--- config.mk ---
export PLATFORM = sky130hd
export DESIGN_NAME = acs_sequencer
export DESIGN_NICKNAME = d
export VERILOG_FILES = /design/src/hw/acs_clock_divider.v /design/src/hw/acs_sequencer.v
export VERILOG_INCLUDE_DIRS = /design/src /design/src/shared
export SDC_FILE = /design/constraint.sdc
export NUM_CORES = 1
export LEC_CHECK = 0
export BUFFER_PORTS_ARGS = -buffer_cell sky130_fd_sc_hd__buf_4
export CAP_MARGIN = 20
export CORE_MARGIN = 1
export CORE_UTILIZATION = 52
export DETAILED_ROUTE_END_ITERATION = 8
export PLACE_DENSITY = 0.75
export RECOVER_POWER = 50
export SLEW_MARGIN = 20
export SYNTH_ARGS = -nofsm -noshare
export SYNTH_HDL_FRONTEND = slang
export SYNTH_SLANG_ARGS = --single-unit
--- constraint.sdc ---
create_clock -name clock_in -period 3.5 [get_ports clock_in]
set_clock_uncertainty 0.15 [all_clocks]
set_input_delay 0.35 -clock clock_in [delete_from_list [all_inputs] [get_ports clock_in]]
set_output_delay 0.35 -clock clock_in [all_outputs]
set_load 0.01 [all_outputs]
--- src/shared/acs_defines.vh ---
// Constants for the conversion sequencer control block
`ifndef ACS_DEFINES_VH
`define ACS_DEFINES_VH
// ==========================================================
// Register offsets
`define ACS_ADDR_W      4
`define ACS_OFF_CTL0    4'h0
`define ACS_OFF_CTL1    4'h1
`define ACS_OFF_REF     4'h2
`define ACS_OFF_STAT    4'h3
`define ACS_OFF_MASK    4'h4
// ==========================================================
// Word 0 fields
`define ACS_B_SC        0
`define ACS_B_ARM       1
`define ACS_B_ON        4
`define ACS_B_REFON     5
`define ACS_B_REFOUT    6
// Word 1 fields
`define ACS_B_SHP       0
`define ACS_F_SEQ       2:1
`define ACS_F_SSEL      4:3
`define ACS_F_DIV       7:5
`define ACS_F_PDIV      9:8
// Reference word fields
`define ACS_B_ROWN      0
`define ACS_B_MREFON    1
`define ACS_B_MREFOUT   2
// Status bits
`define ACS_B_OVR       0
`define ACS_B_DONE      1
// ==========================================================
// Encodings and resets
`define ACS_SEQ_SINGLE  2'h0
`define ACS_SSEL_AUX    2'h0
`define ACS_SSEL_MAIN   2'h1
`define ACS_SSEL_OSC    2'h2
`define ACS_SSEL_SUB    2'h3
`define ACS_PDIV_1      2'h0
`define ACS_PDIV_4      2'h1
`define ACS_PDIV_32     2'h2
`define ACS_PDIV_64     2'h3
// Pre-divider terminal counts, one less than the ratio
`define ACS_PLIM_1      6'h00
`define ACS_PLIM_4      6'h03
`define ACS_PLIM_32     6'h1F
`define ACS_PLIM_64     6'h3F
`define ACS_CNT_W       6
`define ACS_ZERO16      16'h0000
`define ACS_ZERO2       2'h0
`define ACS_ONE2        2'h1
`define ACS_IDLE        2'h0
`define ACS_CONV        2'h1
`define ACS_WAITDONE    2'h2
`endif

--- src/hw/acs_clock_divider.v ---
// Pre-divider and divider stage for the conversion clock
`timescale 1ns/1ps
`include "acs_defines.vh"
module acs_clock_divider (
  input  wire       clock_in,
  input  wire       rst_n_in,
  input  wire       enable_in,
  input  wire       tick_in,
  input  wire [1:0] predivider_in,
  input  wire [2:0] divider_in,
  output reg        conv_tick_out
);
  reg [`ACS_CNT_W-1:0] pre_cnt_reg;
  reg [`ACS_CNT_W-1:0] pre_lim;
  reg [2:0]            div_cnt_reg;
  wire                 pre_tick;

  // Pre-divider limit per code
  always @* begin
    case (predivider_in)
      `ACS_PDIV_1:  pre_lim = `ACS_PLIM_1;
      `ACS_PDIV_4:  pre_lim = `ACS_PLIM_4;
      `ACS_PDIV_32: pre_lim = `ACS_PLIM_32;
      default:      pre_lim = `ACS_PLIM_64;
    endcase
  end

  assign pre_tick = tick_in && (pre_cnt_reg >= pre_lim);

  // Counters use >= so a shrinking ratio never strands them (no hang)
  always @(posedge clock_in or negedge rst_n_in) begin
    if (!rst_n_in) begin
      pre_cnt_reg   <= 6'h00;
      div_cnt_reg   <= 3'h0;
      conv_tick_out <= 1'b0;
    end else if (!enable_in) begin
      pre_cnt_reg   <= 6'h00;
      div_cnt_reg   <= 3'h0;
      conv_tick_out <= 1'b0;
    end else begin
      conv_tick_out <= 1'b0;
      if (tick_in) begin
        pre_cnt_reg <= pre_tick ? 6'h00 : pre_cnt_reg + 6'h01;
      end
      if (pre_tick) begin
        if (div_cnt_reg >= divider_in) begin
          div_cnt_reg   <= 3'h0;
          conv_tick_out <= 1'b1;
        end else begin
          div_cnt_reg <= div_cnt_reg + 3'h1;
        end
      end
    end
  end
endmodule

--- src/hw/acs_sequencer.v ---
// Conversion sequencer control: registers, triggers, clocking and reference ownership
//
// Added by the designer: strobed register access and the register offsets.
`timescale 1ns/1ps
`include "acs_defines.vh"
module acs_sequencer (
  input  wire                   clock_in,
  input  wire                   rst_n_in,
  input  wire                   clk_en_in,
  input  wire [`ACS_ADDR_W-1:0] addr_in,
  input  wire [15:0]            wdata_in,
  input  wire                   wr_in,
  input  wire                   rd_in,
  output reg  [15:0]            rdata_out,
  input  wire                   timer_trig_in,
  input  wire                   aux_clk_tick_in,
  input  wire                   main_clk_tick_in,
  input  wire                   osc_clk_tick_in,
  input  wire                   sub_clk_tick_in,
  input  wire                   conv_done_in,
  input  wire                   seq_last_in,
  output reg                    conv_start_out,
  output reg                    conv_clk_tick_out,
  output reg  [3:0]             clk_request_out,
  output reg                    conversion_active_flag_out,
  output reg                    shared_ref_on_out,
  output reg                    shared_ref_output_out,
  output reg                    irq_out
);
  // ==========================================================
  // Reset release and input synchronisers
  reg        rst_s1_reg;
  reg        rst_s2_reg;
  wire       rst_n = rst_s2_reg;
  reg        trig_s1_reg;
  reg        trig_s2_reg;
  reg        trig_s3_reg;
  reg [3:0]  tk_s1_reg;
  reg [3:0]  tk_s2_reg;
  reg        done_s1_reg;
  reg        done_s2_reg;
  reg        last_s1_reg;
  reg        last_s2_reg;

  // Two-stage release of the asynchronous reset
  always @(posedge clock_in or negedge rst_n_in) begin
    if (!rst_n_in) begin
      rst_s1_reg <= 1'b0;
      rst_s2_reg <= 1'b0;
    end else begin
      rst_s1_reg <= 1'b1;
      rst_s2_reg <= rst_s1_reg;
    end
  end

  // Pin inputs pass two flip-flops; timer gets a third for edge detection
  always @(posedge clock_in or negedge rst_n) begin
    if (!rst_n) begin
      trig_s1_reg <= 1'b0;
      trig_s2_reg <= 1'b0;
      trig_s3_reg <= 1'b0;
      tk_s1_reg   <= 4'h0;
      tk_s2_reg   <= 4'h0;
      done_s1_reg <= 1'b0;
      done_s2_reg <= 1'b0;
      last_s1_reg <= 1'b0;
      last_s2_reg <= 1'b0;
    end else if (clk_en_in) begin
      trig_s1_reg <= timer_trig_in;
      trig_s2_reg <= trig_s1_reg;
      trig_s3_reg <= trig_s2_reg;
      tk_s1_reg   <= {sub_clk_tick_in, osc_clk_tick_in, main_clk_tick_in, aux_clk_tick_in};
      tk_s2_reg   <= tk_s1_reg;
      done_s1_reg <= conv_done_in;
      done_s2_reg <= done_s1_reg;
      last_s1_reg <= seq_last_in;
      last_s2_reg <= last_s1_reg;
    end
  end

  // ==========================================================
  // Registers
  reg [15:0] ctl0_reg;
  reg [15:0] ctl1_reg;
  reg [15:0] ref_reg;
  reg [1:0]  stat_reg;
  reg [1:0]  mask_reg;
  reg [1:0]  state_reg;
  reg        arm_rise_reg;
  wire       wr_ctl0 = wr_in && (addr_in == `ACS_OFF_CTL0);
  wire       arm     = ctl0_reg[`ACS_B_ARM];
  wire       pwr     = ctl0_reg[`ACS_B_ON];
  wire       shp     = ctl1_reg[`ACS_B_SHP];
  wire [1:0] seq     = ctl1_reg[`ACS_F_SEQ];
  wire       timer_edge = trig_s2_reg && !trig_s3_reg;
  wire       sw_trig;
  wire       trig;
  wire       running = (state_reg != `ACS_IDLE);
  wire       done_evt;
  wire       last_done;
  wire [1:0] stat_set;

  // Software start only counts in manual mode with arm and power set
  assign sw_trig = wr_ctl0 && wdata_in[`ACS_B_SC] && !shp;
  // Timer trigger in single mode waits for a fresh arm write
  assign trig = arm && pwr && (sw_trig ||
                (shp && timer_edge && (seq != `ACS_SEQ_SINGLE || arm_rise_reg)));
  assign done_evt  = running && done_s2_reg;
  assign last_done = done_evt && (seq == `ACS_SEQ_SINGLE || last_s2_reg ||
                     !(seq[1] || seq[0]));
  assign stat_set  = {done_evt, trig && running};

  // Register writes; hardware sets win over software clears
  always @(posedge clock_in or negedge rst_n) begin
    if (!rst_n) begin
      ctl0_reg     <= `ACS_ZERO16;
      ctl1_reg     <= `ACS_ZERO16;
      ref_reg      <= `ACS_ZERO16;
      stat_reg     <= `ACS_ZERO2;
      mask_reg     <= `ACS_ZERO2;
      arm_rise_reg <= 1'b0;
    end else if (clk_en_in) begin
      if (wr_ctl0) begin
        ctl0_reg <= wdata_in & 16'hFFFE; // Start bit self-clears
      end
      if (wr_in && addr_in == `ACS_OFF_CTL1) begin
        ctl1_reg <= wdata_in;
      end
      if (wr_in && addr_in == `ACS_OFF_REF) begin
        ref_reg <= wdata_in;
      end
      if (wr_in && addr_in == `ACS_OFF_MASK) begin
        mask_reg <= wdata_in[1:0];
      end
      if (wr_in && addr_in == `ACS_OFF_STAT) begin
        stat_reg <= (stat_reg & ~wdata_in[1:0]) | stat_set;
      end else begin
        stat_reg <= stat_reg | stat_set;
      end
      // Only a 0-to-1 write of arm re-arms; writes with arm clear or a timer trigger drop it
      if (wr_ctl0 && wdata_in[`ACS_B_ARM] && !arm) begin
        arm_rise_reg <= 1'b1;
      end else if (!arm || (wr_ctl0 && !wdata_in[`ACS_B_ARM]) || (trig && shp)) begin
        arm_rise_reg <= 1'b0;
      end
    end
  end

  // ==========================================================
  // Sequencer: overrun never stalls, power/arm drop recovers
  always @(posedge clock_in or negedge rst_n) begin
    if (!rst_n) begin
      state_reg      <= `ACS_IDLE;
      conv_start_out <= 1'b0;
    end else if (clk_en_in) begin
      conv_start_out <= 1'b0;
      case (state_reg)
        `ACS_IDLE: begin
          if (trig) begin
            state_reg      <= `ACS_CONV;
            conv_start_out <= 1'b1;
          end
        end
        `ACS_CONV: begin
          if (!pwr || !arm) begin
            state_reg <= `ACS_IDLE;
          end else if (last_done) begin
            state_reg <= `ACS_IDLE;
          end else if (done_evt) begin
            conv_start_out <= 1'b1;
          end
        end
        default: state_reg <= `ACS_IDLE;
      endcase
    end
  end

  // ==========================================================
  // Clock selection and division
  reg        src_tick;
  wire       div_tick;
  always @* begin
    case (ctl1_reg[`ACS_F_SSEL])
      `ACS_SSEL_AUX:  src_tick = tk_s2_reg[0];
      `ACS_SSEL_MAIN: src_tick = tk_s2_reg[1];
      `ACS_SSEL_OSC:  src_tick = tk_s2_reg[2];
      default:        src_tick = tk_s2_reg[3];
    endcase
  end

  acs_clock_divider u_div (
    .clock_in      (clock_in),
    .rst_n_in      (rst_n),
    .enable_in     (pwr),
    .tick_in       (src_tick && clk_en_in), // Counters hold while the clock enable is low
    .predivider_in (ctl1_reg[`ACS_F_PDIV]),
    .divider_in    (ctl1_reg[`ACS_F_DIV]),
    .conv_tick_out (div_tick)
  );

  // ==========================================================
  // Outputs, reference ownership and read port
  genvar gi;
  generate
    for (gi = 0; gi < 4; gi = gi + 1) begin : g_req
      // One-hot request to the selected source while armed
      always @(posedge clock_in or negedge rst_n) begin
        if (!rst_n) begin
          clk_request_out[gi] <= 1'b0;
        end else if (clk_en_in) begin
          clk_request_out[gi] <= arm && (ctl1_reg[`ACS_F_SSEL] == gi);
        end
      end
    end
  endgenerate

  always @(posedge clock_in or negedge rst_n) begin
    if (!rst_n) begin
      conv_clk_tick_out          <= 1'b0;
      conversion_active_flag_out <= 1'b0;
      shared_ref_on_out          <= 1'b0;
      shared_ref_output_out      <= 1'b0;
      irq_out                    <= 1'b0;
      rdata_out                  <= `ACS_ZERO16;
    end else if (clk_en_in) begin
      conv_clk_tick_out          <= div_tick && running;
      conversion_active_flag_out <= running || trig;
      if (ref_reg[`ACS_B_ROWN]) begin
        shared_ref_on_out     <= ref_reg[`ACS_B_MREFON];
        shared_ref_output_out <= ref_reg[`ACS_B_MREFOUT];
      end else begin
        shared_ref_on_out     <= ctl0_reg[`ACS_B_REFON];
        shared_ref_output_out <= ctl0_reg[`ACS_B_REFOUT];
      end
      irq_out <= |(stat_reg & mask_reg);
      if (rd_in) begin
        case (addr_in)
          `ACS_OFF_CTL0: rdata_out <= ctl0_reg;
          `ACS_OFF_CTL1: rdata_out <= ctl1_reg;
          `ACS_OFF_REF:  rdata_out <= ref_reg;
          `ACS_OFF_STAT: rdata_out <= {13'h0000, conversion_active_flag_out, stat_reg};
          `ACS_OFF_MASK: rdata_out <= {14'h0000, mask_reg};
          default:       rdata_out <= `ACS_ZERO16;
        endcase
      end else begin
        rdata_out <= `ACS_ZERO16;
      end
    end
  end
endmodule

==> run metrics <==
Max stage delay on crit path=1140 ps; Syn Inst Count=391; final setup violation count=0; drt first-iter violations=261; hold slack=56.0 ps; CTS Buf Count=9; Critical Path Start Type=input port; fill count=746; initial antenna violation count=0; share of cells above drive strength 1=23.2%; largest family of logic cells by synthesized area=multiplexers; post-DR vias/cell=5.96; area of the multi-input gates=1860 um2; Placer Congestion=0.795; Hold/Removal Path Class=in2reg; cts hold-fix bufs=1; PortBufs=57; Yosys top cell area share=56.0%; Setup Fix Bufs, Post-CTS=0; Max VDD drop=0.224 mV; Primary FF master, synth=dfrtp_1; critical path class=in2reg; Die Span Y=97.5 um; Fin. Hold Viols=0; Vias=3345; Top Metal Used=met4; Max Cap Viol=1; total power=2.80 mW; leading post-synthesis cells by cell area=dfrtp_1, mux2_2, a222oi_1; GRT Util Overall=22.5%; Post-synth EDFFs=0; WL per Instance=18.1 um; sequential area share after synthesis=56.0%; initial core utilization=54.1%; number of core rows=34; clock tree buffer depth=2; nets@finish=491; FF-to-FF setup slack=1220 ps; CTS H-tree depth=3; clk sinks=106; most common cell in the netlist=dfrtp_1; Async SR Flop Fraction=100%; Met3 Wirelength=528 um; register area=2660 um2; Routed met1 length=4460 um; syn_nets=434; root buf cell=clkbuf_8; failing checks=max-capacitance violations, max-slew violations; Worst path slowest cell=clkbuf_1; Area Growth Syn to Fin=12.8%; largest net degree at the start of global routing=66; post-synthesis mux area share=15.8%; mean post-synth cell area=12.1 um2; relative slew slack=-0.702%; detailed placement HPWL=6910 um; # DRC=0; I/O pin count=58; antenna viol nets, final=0; setup_tns=0 ps; crit end category=register; latest clock arrival within the worst-skew pair=370 ps; Power Dens Cells=524 nW/um2; max-slew violation count=35; final wirelength=10100 um; RSZ-0062 raised after global routing=false; Die ar.=9500 um2; crit path DAT=2420 ps; Ys Warns=0; XOR/XNOR Fraction of Synth Area=0%; fraction of the mapped netlist area in adder cells=2.90%; Max Clk Rate=0.434 GHz; cells along the critical path=buf_4 > clkbuf_1 > and3_1 > nand2_1 > a32o_1; vias in the first global route=3404; Post-Place Worst Slack=988 ps; post-synthesis compound-gate area fraction=11.5%; crit path max fanout=34; global-route wire length before repair=16900 um; WP data required=3610 ps; Synth area leader=dfrtp_1; Slew @ Worst Pin=1510 ps; Core Box Area=8760 um2; clock slew at reported path FFs=100 ps; FF+latch count, synth=106; CTS tree=done; cell area after synthesis=4740 um2; Tcrit/Tclk final=65.9%; met2 routed WL=4990 um; status=finished, violations left; DRT Pass-1 Iters=5; PnR worst setup slack=1190 ps; die width=97.5 um; simple-gate portion of the synthesized area=9.06%; number of antenna diodes=0; fin crit period=2310 ps; grt ovf=0; top post-synthesis cells by count=dfrtp_1, mux2_2, inv_1; Yosys cell types=43; post-CTS sizing=0; leak pwr=2.37 nW
[where the power goes]
part | switching (mW) | leakage [nW] | internal, mW
combinational | 0.247 | 0.912 | 0.248
clock | 0.436 | 0.0964 | 0.292
sequential | 0.171 | 1.36 | 1.41
[metrics by stage]
| step | area [um2] | std cells | util [%] |
|---|---|---|---|
| floorplan | 4740 | 391 | - |
| global placement | 5260 | 544 | 60.0 |
| detailed placement | 5260 | 544 | 60.0 |
| CTS | 5460 | 561 | 62.3 |
| global route | 5350 | 561 | 61.0 |
| finish | 5350 | 561 | 61.0 |
[critical path, delay by kind of cell]
family	cells	cell delay [ps]
AOI/OAI and AO/OA	1	200
and+or+nand+nor	2	420
buffers and inverters	2	1430
[placed cells by master (no fill, tap or decap), types with 2 or more instances in the layout]
cell type / n
a21boi_0: 2
a21o_1: 3
a21oi_1: 12
a221oi_1: 2
a222oi_1: 16
a31oi_1: 4
a32o_1: 2
and3_1: 7
buf_4: 37
clkbuf_1: 29
clkbuf_8: 10
clkinv_4: 2
dfrtp_1: 105
ha_1: 11
inv_1: 31
inv_6: 2
mux2_1: 14
mux2_2: 47
mux2i_1: 6
nand2_1: 29
nand2b_1: 2
nand3_1: 13
nor2_1: 11
nor2b_1: 2
nor3_1: 4
nor4b_4: 2
o21ai_0: 8
o22ai_1: 21
or2_2: 2
[worst paths after layout]
path | from | endpoint | cells after the start
setup / recovery | clk_en_in | stat_reg[1] | 5
hold / removal | wdata_in[7] | ctl1_reg[7] | 3
setup reg to reg | ctl1_reg[8] | u_div.div_cnt_reg[2] | 8
hold reg to reg | rst_s1_reg | rst_n | 0
max in group asynchronous | rst_n | tk_s2_reg[0] | 1
min in group asynchronous | rst_n_in | rst_n | 2
[layer usage]
metal	vias up	track usage, %
met5	-	0
li1	1532	-
met1	1697	31.5
met3	10	4.24
met4	0	7.01
met2	106	35.7
[cell type report]
class | count | area share [%]
Tap cell | 108 | 2.53
Sequential cell | 106 | 49.7
Multi-Input combinational cell | 234 | 34.7
Clock buffer | 11 | 2.65
Clock inverter | 5 | 0.866
Inverter | 31 | 2.18
Timing Repair Buffer | 66 | 7.35
[cell families (layout without fill, tap and decap cells)]
family,count (synthesis),count (layout)
flip-flops,106,106
AND/OR/NAND/NOR,78,78
AO/OA/AOI/OAI,77,77
multiplexers,67,67
buffers and inverters,51,113
adder cells (fa/ha/maj),11,11
other,1,1
No activity file was read; power rests on OpenSTA's default activity.
